--- src/rtl/cabu_pkg.sv ---
// Package of constants and types for the ALU and branch unit
package cabu_pkg;
  // Register addresses in the I/O space
  localparam logic [5:0] ADDR_SP_LO  = 6'h3D;
  localparam logic [5:0] ADDR_SP_HI  = 6'h3E;
  localparam logic [5:0] ADDR_FLAGS  = 6'h3F;
  localparam logic [5:0] BIT_IO_TOP  = 6'h1F;
  // Status flag positions
  localparam int FL_C = 0;
  localparam int FL_Z = 1;
  localparam int FL_N = 2;
  localparam int FL_V = 3;
  localparam int FL_S = 4;
  localparam int FL_H = 5;
  localparam int FL_T = 6;
  localparam int FL_I = 7;
  // Reset values
  localparam logic [7:0]  FLAGS_RST = 8'h00;
  localparam logic [15:0] SP_RST    = 16'h007F;
  localparam logic [21:0] PC_RST    = 22'h00_0000;
  // Extra cycles beyond the first, per operation class
  localparam logic [1:0] XC_BR_TAKEN = 2'd1;
  localparam logic [1:0] XC_SKIP_ONE = 2'd1;
  localparam logic [1:0] XC_SKIP_TWO = 2'd2;
  localparam logic [1:0] XC_JUMP     = 2'd1;
  localparam logic [1:0] XC_CALL     = 2'd2;
  localparam logic [1:0] XC_POP      = 2'd3;
  // Operation codes
  typedef enum logic [4:0] {
    OP_NOP, OP_ADD, OP_ADD_CARRY, OP_SUB, OP_SUB_BORROW, OP_AND, OP_OR, OP_XOR,
    OP_SET_MASK, OP_CLR_MASK, OP_TEST, OP_CMP_SKIP, OP_SKIP_RB_LO, OP_SKIP_RB_HI,
    OP_SKIP_IO_LO, OP_SKIP_IO_HI, OP_IO_SET, OP_IO_CLR, OP_BR_FLAG_HI, OP_BR_FLAG_LO,
    OP_BR_SGE, OP_BR_SLT, OP_BR_UGE, OP_BR_ULT, OP_JMP_REL, OP_JMP_PTR,
    OP_CALL_REL, OP_CALL_PTR, OP_POP_CALL, OP_POP_INT
  } cabu_op_t;
  // Sequencer states
  typedef enum logic [3:0] {
    ST_IDLE = 4'b0001,
    ST_WAIT = 4'b0010,
    ST_PUSH = 4'b0100,
    ST_POP  = 4'b1000
  } cabu_state_t;
endpackage : cabu_pkg

--- src/rtl/cabu_alu_branch.sv ---
// Execution unit: ALU with flags, skips, branches, jumps, calls and returns
`timescale 1ns/1ps
module cabu_alu_branch
  import cabu_pkg::*;
(
  input  wire logic        core_clk,
  input  wire logic        arst_n,
  input  wire logic        cmd_valid,
  output      logic        cmd_ready,
  input  wire cabu_op_t    cmd_op,
  input  wire logic [7:0]  cmd_rd,
  input  wire logic [7:0]  cmd_rr,
  input  wire logic [7:0]  cmd_imm,
  input  wire logic        cmd_use_imm,
  input  wire logic [2:0]  cmd_bit,
  input  wire logic [11:0] cmd_off,
  input  wire logic [15:0] cmd_ptr,
  input  wire logic [5:0]  cmd_io_addr,
  input  wire logic [7:0]  cmd_io_val,
  input  wire logic        cmd_next_long,
  output      logic        op_done,
  output      logic [7:0]  res_data,
  output      logic        res_we,
  output      logic [21:0] pc,
  output      logic [7:0]  flags,
  input  wire logic        reg_we,
  input  wire logic [5:0]  reg_addr,
  input  wire logic [7:0]  reg_wdata,
  output      logic [7:0]  reg_rdata,
  output      logic        io_bit_we,
  output      logic [4:0]  io_bit_addr,
  output      logic [7:0]  io_bit_mask,
  output      logic        io_bit_val,
  output      logic        io_refused,
  output      logic [15:0] stk_addr,
  output      logic        stk_we,
  output      logic        stk_re,
  output      logic [7:0]  stk_wdata,
  input  wire logic [7:0]  stk_rdata
);

  // Zero, negative, overflow and sign from a result and its overflow
  function automatic logic [3:0] fl_zsnv(input logic [7:0] r, input logic z_in, input logic v);
    fl_zsnv = {r[7] ^ v, v, r[7], z_in & (r == 8'h00)};
  endfunction : fl_zsnv

  cabu_state_t state;
  logic [1:0]  cnt;
  logic [15:0] sp;
  logic [15:0] ret_addr;
  logic [7:0]  ret_hi;
  logic        pop_int;

  ////////////////////////////////////////////////////////////////////////////
  // Operand and operation decoding
  wire        accept    = cmd_valid & (state == ST_IDLE);
  wire [7:0]  opb       = cmd_use_imm ? cmd_imm : cmd_rr;
  wire        op_sub    = (cmd_op == OP_SUB) | (cmd_op == OP_SUB_BORROW);
  wire        op_chain  = (cmd_op == OP_ADD_CARRY) | (cmd_op == OP_SUB_BORROW);
  wire        is_arith  = op_sub | (cmd_op == OP_ADD) | (cmd_op == OP_ADD_CARRY);
  wire        is_logic  = (cmd_op == OP_AND) | (cmd_op == OP_OR) | (cmd_op == OP_XOR)
                        | (cmd_op == OP_SET_MASK) | (cmd_op == OP_CLR_MASK)
                        | (cmd_op == OP_TEST);
  wire        is_io_bit = (cmd_op == OP_IO_SET) | (cmd_op == OP_IO_CLR)
                        | (cmd_op == OP_SKIP_IO_LO) | (cmd_op == OP_SKIP_IO_HI);
  wire        io_ok     = cmd_io_addr <= BIT_IO_TOP;
  wire        is_branch = (cmd_op >= OP_BR_FLAG_HI) & (cmd_op <= OP_BR_ULT);
  wire        is_call   = (cmd_op == OP_CALL_REL) | (cmd_op == OP_CALL_PTR);
  wire        is_pop    = (cmd_op == OP_POP_CALL) | (cmd_op == OP_POP_INT);

  ////////////////////////////////////////////////////////////////////////////
  // Arithmetic with carry, half carry and overflow
  wire        cin   = op_chain & flags[FL_C];
  wire [8:0]  add_r = {1'b0, cmd_rd} + {1'b0, opb} + {8'h00, cin};
  wire [8:0]  sub_r = {1'b0, cmd_rd} - {1'b0, opb} - {8'h00, cin};
  wire [7:0]  ar    = op_sub ? sub_r[7:0] : add_r[7:0];
  wire        a3    = cmd_rd[3];
  wire        b3    = opb[3];
  wire        a7    = cmd_rd[7];
  wire        b7    = opb[7];
  wire        h_add = (a3 & b3) | (b3 & ~ar[3]) | (~ar[3] & a3);
  wire        h_sub = (~a3 & b3) | (b3 & ar[3]) | (ar[3] & ~a3);
  wire        v_add = (a7 & b7 & ~ar[7]) | (~a7 & ~b7 & ar[7]);
  wire        v_sub = (a7 & ~b7 & ~ar[7]) | (~a7 & b7 & ar[7]);
  // Chained subtract keeps Z only if it was already set
  wire        z_in  = (cmd_op == OP_SUB_BORROW) ? flags[FL_Z] : 1'b1;
  wire [3:0]  ar_f  = fl_zsnv(ar, z_in, op_sub ? v_sub : v_add);
  wire        ar_c  = op_sub ? sub_r[8] : add_r[8];
  wire        ar_h  = op_sub ? h_sub : h_add;

  // Logic results; mask ops take the constant as mask
  wire [7:0]  lr = (cmd_op == OP_AND)      ? (cmd_rd & opb)
                 : (cmd_op == OP_OR)       ? (cmd_rd | opb)
                 : (cmd_op == OP_XOR)      ? (cmd_rd ^ opb)
                 : (cmd_op == OP_SET_MASK) ? (cmd_rd | cmd_imm)
                 : (cmd_op == OP_CLR_MASK) ? (cmd_rd & ~cmd_imm)
                 : (cmd_rd & cmd_rd);
  wire [3:0]  lr_f = fl_zsnv(lr, 1'b1, 1'b0);

  // Flag image after an ALU step, bit order I T H S V N Z C
  wire [7:0]  fl_ar = {flags[FL_I], flags[FL_T], ar_h, ar_f[3:1], ar_f[0], ar_c};
  wire [7:0]  fl_lr = {flags[FL_I], flags[FL_T], flags[FL_H], lr_f, flags[FL_C]};

  ////////////////////////////////////////////////////////////////////////////
  // Skip and branch conditions
  wire        rd_bit = cmd_rd[cmd_bit];
  wire        io_bit = cmd_io_val[cmd_bit];
  wire        sv     = flags[FL_N] ^ flags[FL_V];
  wire        skip_hit = (cmd_op == OP_CMP_SKIP)    ? (cmd_rd == cmd_rr)
                       : (cmd_op == OP_SKIP_RB_LO)  ? ~rd_bit
                       : (cmd_op == OP_SKIP_RB_HI)  ? rd_bit
                       : (cmd_op == OP_SKIP_IO_LO)  ? (io_ok & ~io_bit)
                       : (cmd_op == OP_SKIP_IO_HI)  ? (io_ok & io_bit)
                       : 1'b0;
  wire        br_hit = (cmd_op == OP_BR_FLAG_HI) ? flags[cmd_bit]
                     : (cmd_op == OP_BR_FLAG_LO) ? ~flags[cmd_bit]
                     : (cmd_op == OP_BR_SGE)     ? ~sv
                     : (cmd_op == OP_BR_SLT)     ? sv
                     : (cmd_op == OP_BR_UGE)     ? ~flags[FL_C]
                     : (cmd_op == OP_BR_ULT)     ? flags[FL_C]
                     : 1'b0;

  // Program counter targets
  wire [21:0] pc_inc  = pc + 22'd1;
  wire [21:0] rel_tgt = pc_inc + {{10{cmd_off[11]}}, cmd_off};
  wire [21:0] ptr_tgt = {6'h00, cmd_ptr};
  wire [21:0] skip_pc = pc + (cmd_next_long ? 22'd3 : 22'd2);
  wire [21:0] next_pc = (is_branch & br_hit) | (cmd_op == OP_JMP_REL)
                      | (cmd_op == OP_CALL_REL) ? rel_tgt
                      : (cmd_op == OP_JMP_PTR) | (cmd_op == OP_CALL_PTR) ? ptr_tgt
                      : skip_hit ? skip_pc
                      : pc_inc;

  // Extra cycles after the accepting one
  wire [1:0]  next_cnt = is_pop ? XC_POP
                       : is_call ? XC_CALL
                       : (cmd_op == OP_JMP_REL) | (cmd_op == OP_JMP_PTR) ? XC_JUMP
                       : (is_branch & br_hit) ? XC_BR_TAKEN
                       : skip_hit ? (cmd_next_long ? XC_SKIP_TWO : XC_SKIP_ONE)
                       : 2'd0;
  wire        sw_flags = reg_we & (reg_addr == ADDR_FLAGS);

  ////////////////////////////////////////////////////////////////////////////
  // Handshake and stack port
  assign cmd_ready = (state == ST_IDLE);
  assign op_done   = (accept & (next_cnt == 2'd0)) | ((state != ST_IDLE) & (cnt == 2'd1));
  assign stk_we    = (state == ST_PUSH);
  assign stk_re    = (state == ST_POP) & (cnt != 2'd1);
  assign stk_addr  = (state == ST_POP) ? sp + 16'd1 : sp;
  assign stk_wdata = (cnt == 2'd2) ? ret_addr[7:0] : ret_addr[15:8];

  // Sequencer
  always_ff @(posedge core_clk or negedge arst_n) begin
    if (!arst_n) begin
      state <= ST_IDLE;
      cnt   <= 2'd0;
    end else if (accept) begin
      cnt   <= next_cnt;
      state <= is_call ? ST_PUSH : is_pop ? ST_POP
             : (next_cnt != 2'd0) ? ST_WAIT : ST_IDLE;
    end else if (state != ST_IDLE) begin
      cnt   <= cnt - 2'd1;
      state <= (cnt == 2'd1) ? ST_IDLE : state;
    end
  end

  // Program counter, return address and stack pointer
  always_ff @(posedge core_clk or negedge arst_n) begin
    if (!arst_n) begin
      pc       <= PC_RST;
      sp       <= SP_RST;
      ret_addr <= 16'h0000;
      ret_hi   <= 8'h00;
      pop_int  <= 1'b0;
    end else begin
      if (reg_we & (reg_addr == ADDR_SP_LO))
        sp[7:0] <= reg_wdata;
      if (reg_we & (reg_addr == ADDR_SP_HI))
        sp[15:8] <= reg_wdata;
      if (accept) begin
        pc       <= is_pop ? pc : next_pc;
        ret_addr <= pc_inc[15:0];
        pop_int  <= (cmd_op == OP_POP_INT);
      end
      if (stk_we)
        sp <= sp - 16'd1;
      if (stk_re)
        sp <= sp + 16'd1;
      if ((state == ST_POP) & (cnt == 2'd2))
        ret_hi <= stk_rdata;
      if ((state == ST_POP) & (cnt == 2'd1))
        pc <= {6'h00, ret_hi, stk_rdata};
    end
  end

  // Status flags; hardware updates win over a software write
  always_ff @(posedge core_clk or negedge arst_n) begin
    if (!arst_n) begin
      flags <= FLAGS_RST;
    end else if (accept & is_arith) begin
      flags <= fl_ar;
    end else if (accept & is_logic) begin
      flags <= fl_lr;
    end else if ((state == ST_POP) & (cnt == 2'd1) & pop_int) begin
      flags[FL_I] <= 1'b1;
    end else if (sw_flags) begin
      flags <= reg_wdata;
    end
  end

  // Result write and register read-back
  always_ff @(posedge core_clk or negedge arst_n) begin
    if (!arst_n) begin
      res_data  <= 8'h00;
      res_we    <= 1'b0;
      reg_rdata <= 8'h00;
    end else begin
      res_data  <= is_arith ? ar : lr;
      res_we    <= accept & (is_arith | (is_logic & (cmd_op != OP_TEST)));
      reg_rdata <= (reg_addr == ADDR_FLAGS) ? flags
                 : (reg_addr == ADDR_SP_HI) ? sp[15:8]
                 : (reg_addr == ADDR_SP_LO) ? sp[7:0] : 8'h00;
    end
  end

  // Single-bit I/O writes carry one mask bit only
  always_ff @(posedge core_clk or negedge arst_n) begin
    if (!arst_n) begin
      io_bit_we   <= 1'b0;
      io_bit_addr <= 5'h00;
      io_bit_mask <= 8'h00;
      io_bit_val  <= 1'b0;
      io_refused  <= 1'b0;
    end else begin
      io_bit_we   <= accept & io_ok & ((cmd_op == OP_IO_SET) | (cmd_op == OP_IO_CLR));
      io_bit_addr <= cmd_io_addr[4:0];
      io_bit_mask <= 8'h01 << cmd_bit;
      io_bit_val  <= (cmd_op == OP_IO_SET);
      io_refused  <= accept & is_io_bit & ~io_ok;
    end
  end
endmodule : cabu_alu_branch

--- config.mk ---
export PLATFORM = sky130hd
export DESIGN_NAME = cabu_alu_branch
export DESIGN_NICKNAME = d
export VERILOG_FILES = /design/src/rtl/cabu_pkg.sv /design/src/rtl/cabu_alu_branch.sv
export SDC_FILE = /design/constraint.sdc
export NUM_CORES = 1
export LEC_CHECK = 0
export BUFFER_PORTS_ARGS = -buffer_cell sky130_fd_sc_hd__buf_2
export CAP_MARGIN = 10
export CORE_MARGIN = 8
export CORE_UTILIZATION = 40
export CTS_BUF_LIST = sky130_fd_sc_hd__clkbuf_16
export CTS_CLUSTER_SIZE = 30
export DETAILED_ROUTE_END_ITERATION = 8
export GPL_TIMING_DRIVEN = 1
export PLACE_DENSITY = 0.69
export SYNTH_ARGS = -nofsm -noshare
export SYNTH_HDL_FRONTEND = slang
export SYNTH_SLANG_ARGS = --single-unit
--- constraint.sdc ---
create_clock -name core_clk -period 4.88 [get_ports core_clk]
set_input_delay 0.732 -clock core_clk [delete_from_list [all_inputs] [get_ports core_clk]]
set_output_delay 0.732 -clock core_clk [all_outputs]
set_load 0.01 [all_outputs]
Word-level counts from Yosys, hierarchy flattened. Index checks and enable logic that the tools add are counted.

Flip-flop bits (word level): 110. Bits of input ports: 102. Output and inout port bits: 91. Word-level logic and storage cells: 249.

Add/sub/neg operators: 10. Magnitude comparators: 4. Equal/unequal tests: 45. Shift operators: 1. Multiplexer cells: 64. Bitwise gates (word level): 87. Reduce and logical (&&, ||, !) cells: 18.

Operator list (number): $mux 22 (6); $mux 8 (15); $eq 5x5->1 const B (14); $mux 16 (3); $eq 5x4->1 const B (8); $and 1x1->1 (38); $or 1x1->1 (26); $and 8x8->8 (3); $add 22x1->22 const B (1); $add 22x2->22 (1); $add 22x22->22 (1); $eq 5x3->1 const B (4); $mux 1 (20); $mux 4 (5); $eq 6x6->1 const B (3); $mux 2 (9); $mux 6 (3); $add 16x1->16 const B (1); $logic_not 8->1 (2); $or 8x8->8 (2); $sub 16x1->16 const B (1); $not 1->1 (14); $reduce_bool 2->1 (6); $eq 5x2->1 const B (2); other kinds (31) (41).

Longest topological paths before layout.
Word-level depth: 18. Mapped depth: 17. Depth with buffers taken out: 15.

Worst setup path before layout. No wires, ideal clock.

Path kind: in2reg. Start point: input cmd_op[1]. End point: register flags[4]. Setup time: 104 ps. Data arrival time: 4039 ps. Required time: 4776 ps. Setup slack: 737 ps. Cell stages on the path: 15. Path buffers: 2. Cell sequence: clkbuf_1 > clkbuf_1 > xor2_1 > nand4_1 > fa_1 > inv_1 > ha_1 > o21ai_0 > a21boi_0 > o21ai_0 > or4b_2 > o211ai_1 > nor3_1 > a211o_1 > a221oi_1.

Longest elaborated chain between the ends: 11. Elaborated cells on any way between the ends: 44. Those cells by class: 2 x add/sub; 11 x eq/ne; 9 x mux; 20 x bitwise; 2 x reduce/logical.

RTL lines: from (decl) (RTL line cabu_alu_branch.sv:10) `input wire cabu_op_t cmd_op,`; $eq 5x2->1 or $eq 5x3->1 (tied branches) (RTL line cabu_alu_branch.sv:59, cabu_alu_branch.sv:60, cabu_alu_branch.sv:58); $or 1x1->1 (RTL line cabu_alu_branch.sv:59) `wire op_chain = (cmd_op == OP_ADD_CARRY) | (cmd_op == OP_SUB_BORROW);`; $and 1x1->1 (RTL line cabu_alu_branch.sv:73) `wire cin = op_chain & flags[FL_C];`; $add 9x1->9 or $sub 9x1->9 (tied branches) (RTL line cabu_alu_branch.sv:74, cabu_alu_branch.sv:75); $mux 8 (RTL line cabu_alu_branch.sv:76) `wire [7:0] ar = op_sub ? sub_r[7:0] : add_r[7:0];`; $not 1->1 (RTL line cabu_alu_branch.sv:83, cabu_alu_branch.sv:84); $and 1x1->1, on equally long branches (RTL line cabu_alu_branch.sv:83, cabu_alu_branch.sv:84); $or 1x1->1, on equally long branches (RTL line cabu_alu_branch.sv:83, cabu_alu_branch.sv:84); $mux 1 (RTL line cabu_alu_branch.sv:87) `wire [3:0] ar_f = fl_zsnv(ar, z_in, op_sub ? v_sub : v_add);`; $xor 1x1->1 (RTL line cabu_alu_branch.sv:44) `fl_zsnv = {r[7] ^ v, v, r[7], z_in & (r == 8'h00)};`; $mux 6 (RTL line cabu_alu_branch.sv:200) `end else if (accept & is_arith) begin`; to (signal assigned) (RTL line cabu_alu_branch.sv:201) `flags <= fl_ar;`; to (signal assigned) (RTL line cabu_alu_branch.sv:203) `flags <= fl_lr;`; to (signal assigned) (RTL line cabu_alu_branch.sv:207) `flags <= reg_wdata;`; to (decl) (RTL line cabu_alu_branch.sv:25) `output logic [7:0] flags,`.

Several ways; a longest one is shown, not always the timed one. The select of a mux whose other input is x is not followed. A chain may end at the register's enable or synchronous reset.

Worst setup path after layout.
Start point: register pc[2]. End point: register pc[21].

Elaborated cells on any way between the ends: 9. Those cells by class: 3 x add/sub; 6 x mux.

RTL lines: from (decl) (RTL line cabu_alu_branch.sv:24) `output logic [21:0] pc,`; from (signal assigned) (RTL line cabu_alu_branch.sv:181) `pc <= is_pop ? pc : next_pc;`; from (signal assigned) (RTL line cabu_alu_branch.sv:192) `pc <= {6'h00, ret_hi, stk_rdata};`; $add 22x1->22 (RTL line cabu_alu_branch.sv:124) `wire [21:0] pc_inc = pc + 22'd1;`; via pc_inc[9] (RTL line cabu_alu_branch.sv:124); $add 22x22->22 (RTL line cabu_alu_branch.sv:125) `wire [21:0] rel_tgt = pc_inc + {{10{cmd_off[11]}}, cmd_off};`; $mux 22 (RTL line cabu_alu_branch.sv:129) `| (cmd_op == OP_CALL_REL) ? rel_tgt`; $mux 22 (RTL line cabu_alu_branch.sv:181); $mux 22 (RTL line cabu_alu_branch.sv:180) `if (accept) begin`; $mux 22 (RTL line cabu_alu_branch.sv:191) `if ((state == ST_POP) & (cnt == 2'd1))`.

The timed path passes the listed nets, and every way through them passes these cells. The select of a mux whose other input is x is not followed.

==> impl_metrics.yaml <==
drt:
  dr.pass1.iters: 5
  vias: 10000
  wl_microns: 35400
  vias_per_cell: 5.98
  drc: 0
  antenna_left: 0
  drtIter0Drc: 1060
  drt-wirelength-per-cell_microns: 21.2
power_and_ir_drop:
  power_leakage_nw: 5.19
  report.power.total_mw: 5.39
  max-vdd-ir-drop_mv: 0.225
  power_density_nw_per_um2: 478
synth:
  synth_area_leaders: "dfrtp_1, ha_1, mux2_2"
  synth_ff_type: "dfrtp_1"
  synthArstFlopShare: 1.00
  syn_inst: 1189
  synth_top_area_frac: 0.262
  syn_area_sq_um: 9760
  synth.distinct_cells: 77
  synth_warnings: 0
  yosys-top-cells-count: "dfrtp_1, nand2_1, nor2_1, o21ai_0, a21oi_1"
  synth_seq_area_share: 0.283
  synth-seq-cells: 110
  yosys.area.top_type: "dfrtp_1"
  synth.avg_cell_area_sq_um: 8.21
  synth_edf_count: 0
  synth_nets: 1355
clock_network:
  clockRootBuffer: "clkbuf_16"
  htreeDepth: 3
  cts_buffer_depth: 2
  cts-resized-gates: 0
  postCtsSetupBuffers: 0
  cts_buffers: 9
  clock_latency_ns: 0.37
  clock_sinks: 110
  path_clk_slew_ns: 0.08
  cts_tree: "built"
  cts_hold_buf: 0
timing:
  setup_viol: 0
  min_period_ns: 4.50
  hold_violations: 0
  worst_pin_slew_ns: 1.29
  max_freq_ghz: 0.222
  slew_headroom: 0.139
  finalClockSkew_ns: 0.00967
  worst_slack_ns: 0.382
  period_share: 0.922
  fin_tns_setup_ns: 0
  rsz0062_at_grt: "no"
  slew_viol_final: 0
setup_path:
  cp-start-kind: "register"
  reg2reg_from: "pc[2]"
  crit_end: "pc[21]"
  cp_max_fo: 11
  arrival_ns: 4.74
  crit_start: "pc[2]"
  cp-end-kind: "register"
  r2r-end: "pc[21]"
  crit_required_ns: 5.12
  reg2reg_slack_ns: 0.38
  worst_r2r_path_depth: 15
  crit_type: "reg2reg"
grt:
  grt_max_degree: 50
  grt_antenna_before_repair: 0
  grt_pass1_vias: 9514
  grt_use_total: 0.236
  grt_overflow_total: 0
  grt_pass1_wl_microns: 54600
cells_and_area:
  fin_nets: 1510
  area_growth_pct: 15.7
  utilization: 0.468
  diodes: 0
  drive_gt1_frac: 0.214
run_status:
  status: "finished clean"
die:
  core_area_sq_um: 24100
  num_rows: 57
  start_util: 0.405
  io_pins: 193
  die-area_sq_um: 29600
  die_y_microns: 172
  dieWidth_microns: 172
place:
  hpwl_microns: 27300
  place_ws_ns: 0.519
  portBuffers: 192
  gp_congestion: 0.967
hold_path:
  hp-class: "in2async"
job:
  drv_cap: 0
-- through the flow --
| step | instances | instance area, sq um | hold WS [ns] |
|---|---|---|---|
| 2_1_floorplan | 1189 | 9760 | 0.436 |
| 3_3_place_gp | 1656 | 11000 | 0.482 |
| 3_5_place_dp | 1656 | 11000 | 0.491 |
| 4_1_cts | 1672 | 11300 | 0.427 |
| 5_1_grt | 1673 | 11300 | 0.441 |
| 6_report | 1673 | 11300 | 0.386 |
-- power breakdown --
part / total, mW / switching [mW] / internal, mW / leakage, nW
combinational: 2.88 / 1.64 / 1.24 / 3.67
clock: 0.789 / 0.385 / 0.404 / 0.155
sequential: 1.73 / 0.490 / 1.24 / 1.37
total: 5.39 / 2.51 / 2.88 / 5.19
-- worst min-delay path by stage --
stage / from / endpoint / slack, ns
global route: arst_n / sp[10] / 0.44
finish: arst_n / sp[10] / 0.39
CTS: arst_n / sp[10] / 0.43
detailed placement: ret_addr[12] / ret_addr[12] / 0.49
floorplan: arst_n / cnt[0] / 0.44
global placement: ret_addr[6] / ret_addr[6] / 0.48
-- registers in the layout (all words and copies together) (netlist names) --
register / count
cnt: 2
res_data: 8
io_bit_addr: 5
sp: 16
reg_rdata: 8
io_refused: 1
pc: 22
io_bit_we: 1
res_we: 1
io_bit_val: 1
ret_addr: 16
state: 4
pop_int: 1
flags: 8
io_bit_mask: 8
ret_hi: 8
-- layout by cell type (no fill, tap or decap), drive strengths merged, types with 38 or more instances in the layout --
cell | Yosys | layout
buf | 9 | 209
nand2 | 102 | 102
nand3 | 38 | 38
nor2 | 99 | 99
a21oi | 81 | 81
xnor2 | 52 | 52
ha | 59 | 59
mux2 | 43 | 43
dfrtp | 102 | 102
o21ai | 89 | 89
inv | 61 | 65
-- cells by family after synthesis --
family / after synthesis / synth area share
AND/OR/NAND/NOR: 388 / 0.191
AO/OA/AOI/OAI: 340 / 0.230
XOR/XNOR: 89 / 0.0799
multiplexers: 71 / 0.0791
flip-flops: 110 / 0.283
adder cells (fa/ha/maj): 64 / 0.0859
buffers and inverters: 127 / 0.0509
-- worst max-delay path, stage by stage (launching register included) --
cell and delay, ns:
dfrtp_1 0.55, nand3_1 0.18, nor3_1 0.43, nand3_1 0.37, nor2_1 0.22, xor2_1 0.28
ha_1 0.24, a21o_1 0.16, a21o_1 0.17, nor4_1 0.07, and3b_1 0.19, nor3b_1 0.54
a41oi_1 0.26, o21ai_0 0.26, xnor2_1 0.11, a221o_1 0.35
-- metal layers --
metal  global-route usage  routed length (microns)  share of wire
met1                0.322                    15300           0.43
met2                0.375                    16200           0.46
met3               0.0463                     3270          0.092
met4               0.0611                      673          0.019
met5                    0                        0              0
-- cell type report --
class | count | area, sq um
Clock buffer | 9 | 225
Clock inverter | 7 | 75.1
Fill cell | 2461 | 12800
Inverter | 62 | 233
Multi-Input combinational cell | 952 | 6500
Sequential cell | 110 | 2760
Tap cell | 324 | 405
Timing Repair Buffer | 209 | 1090
(Power assumes the default switching activity.)
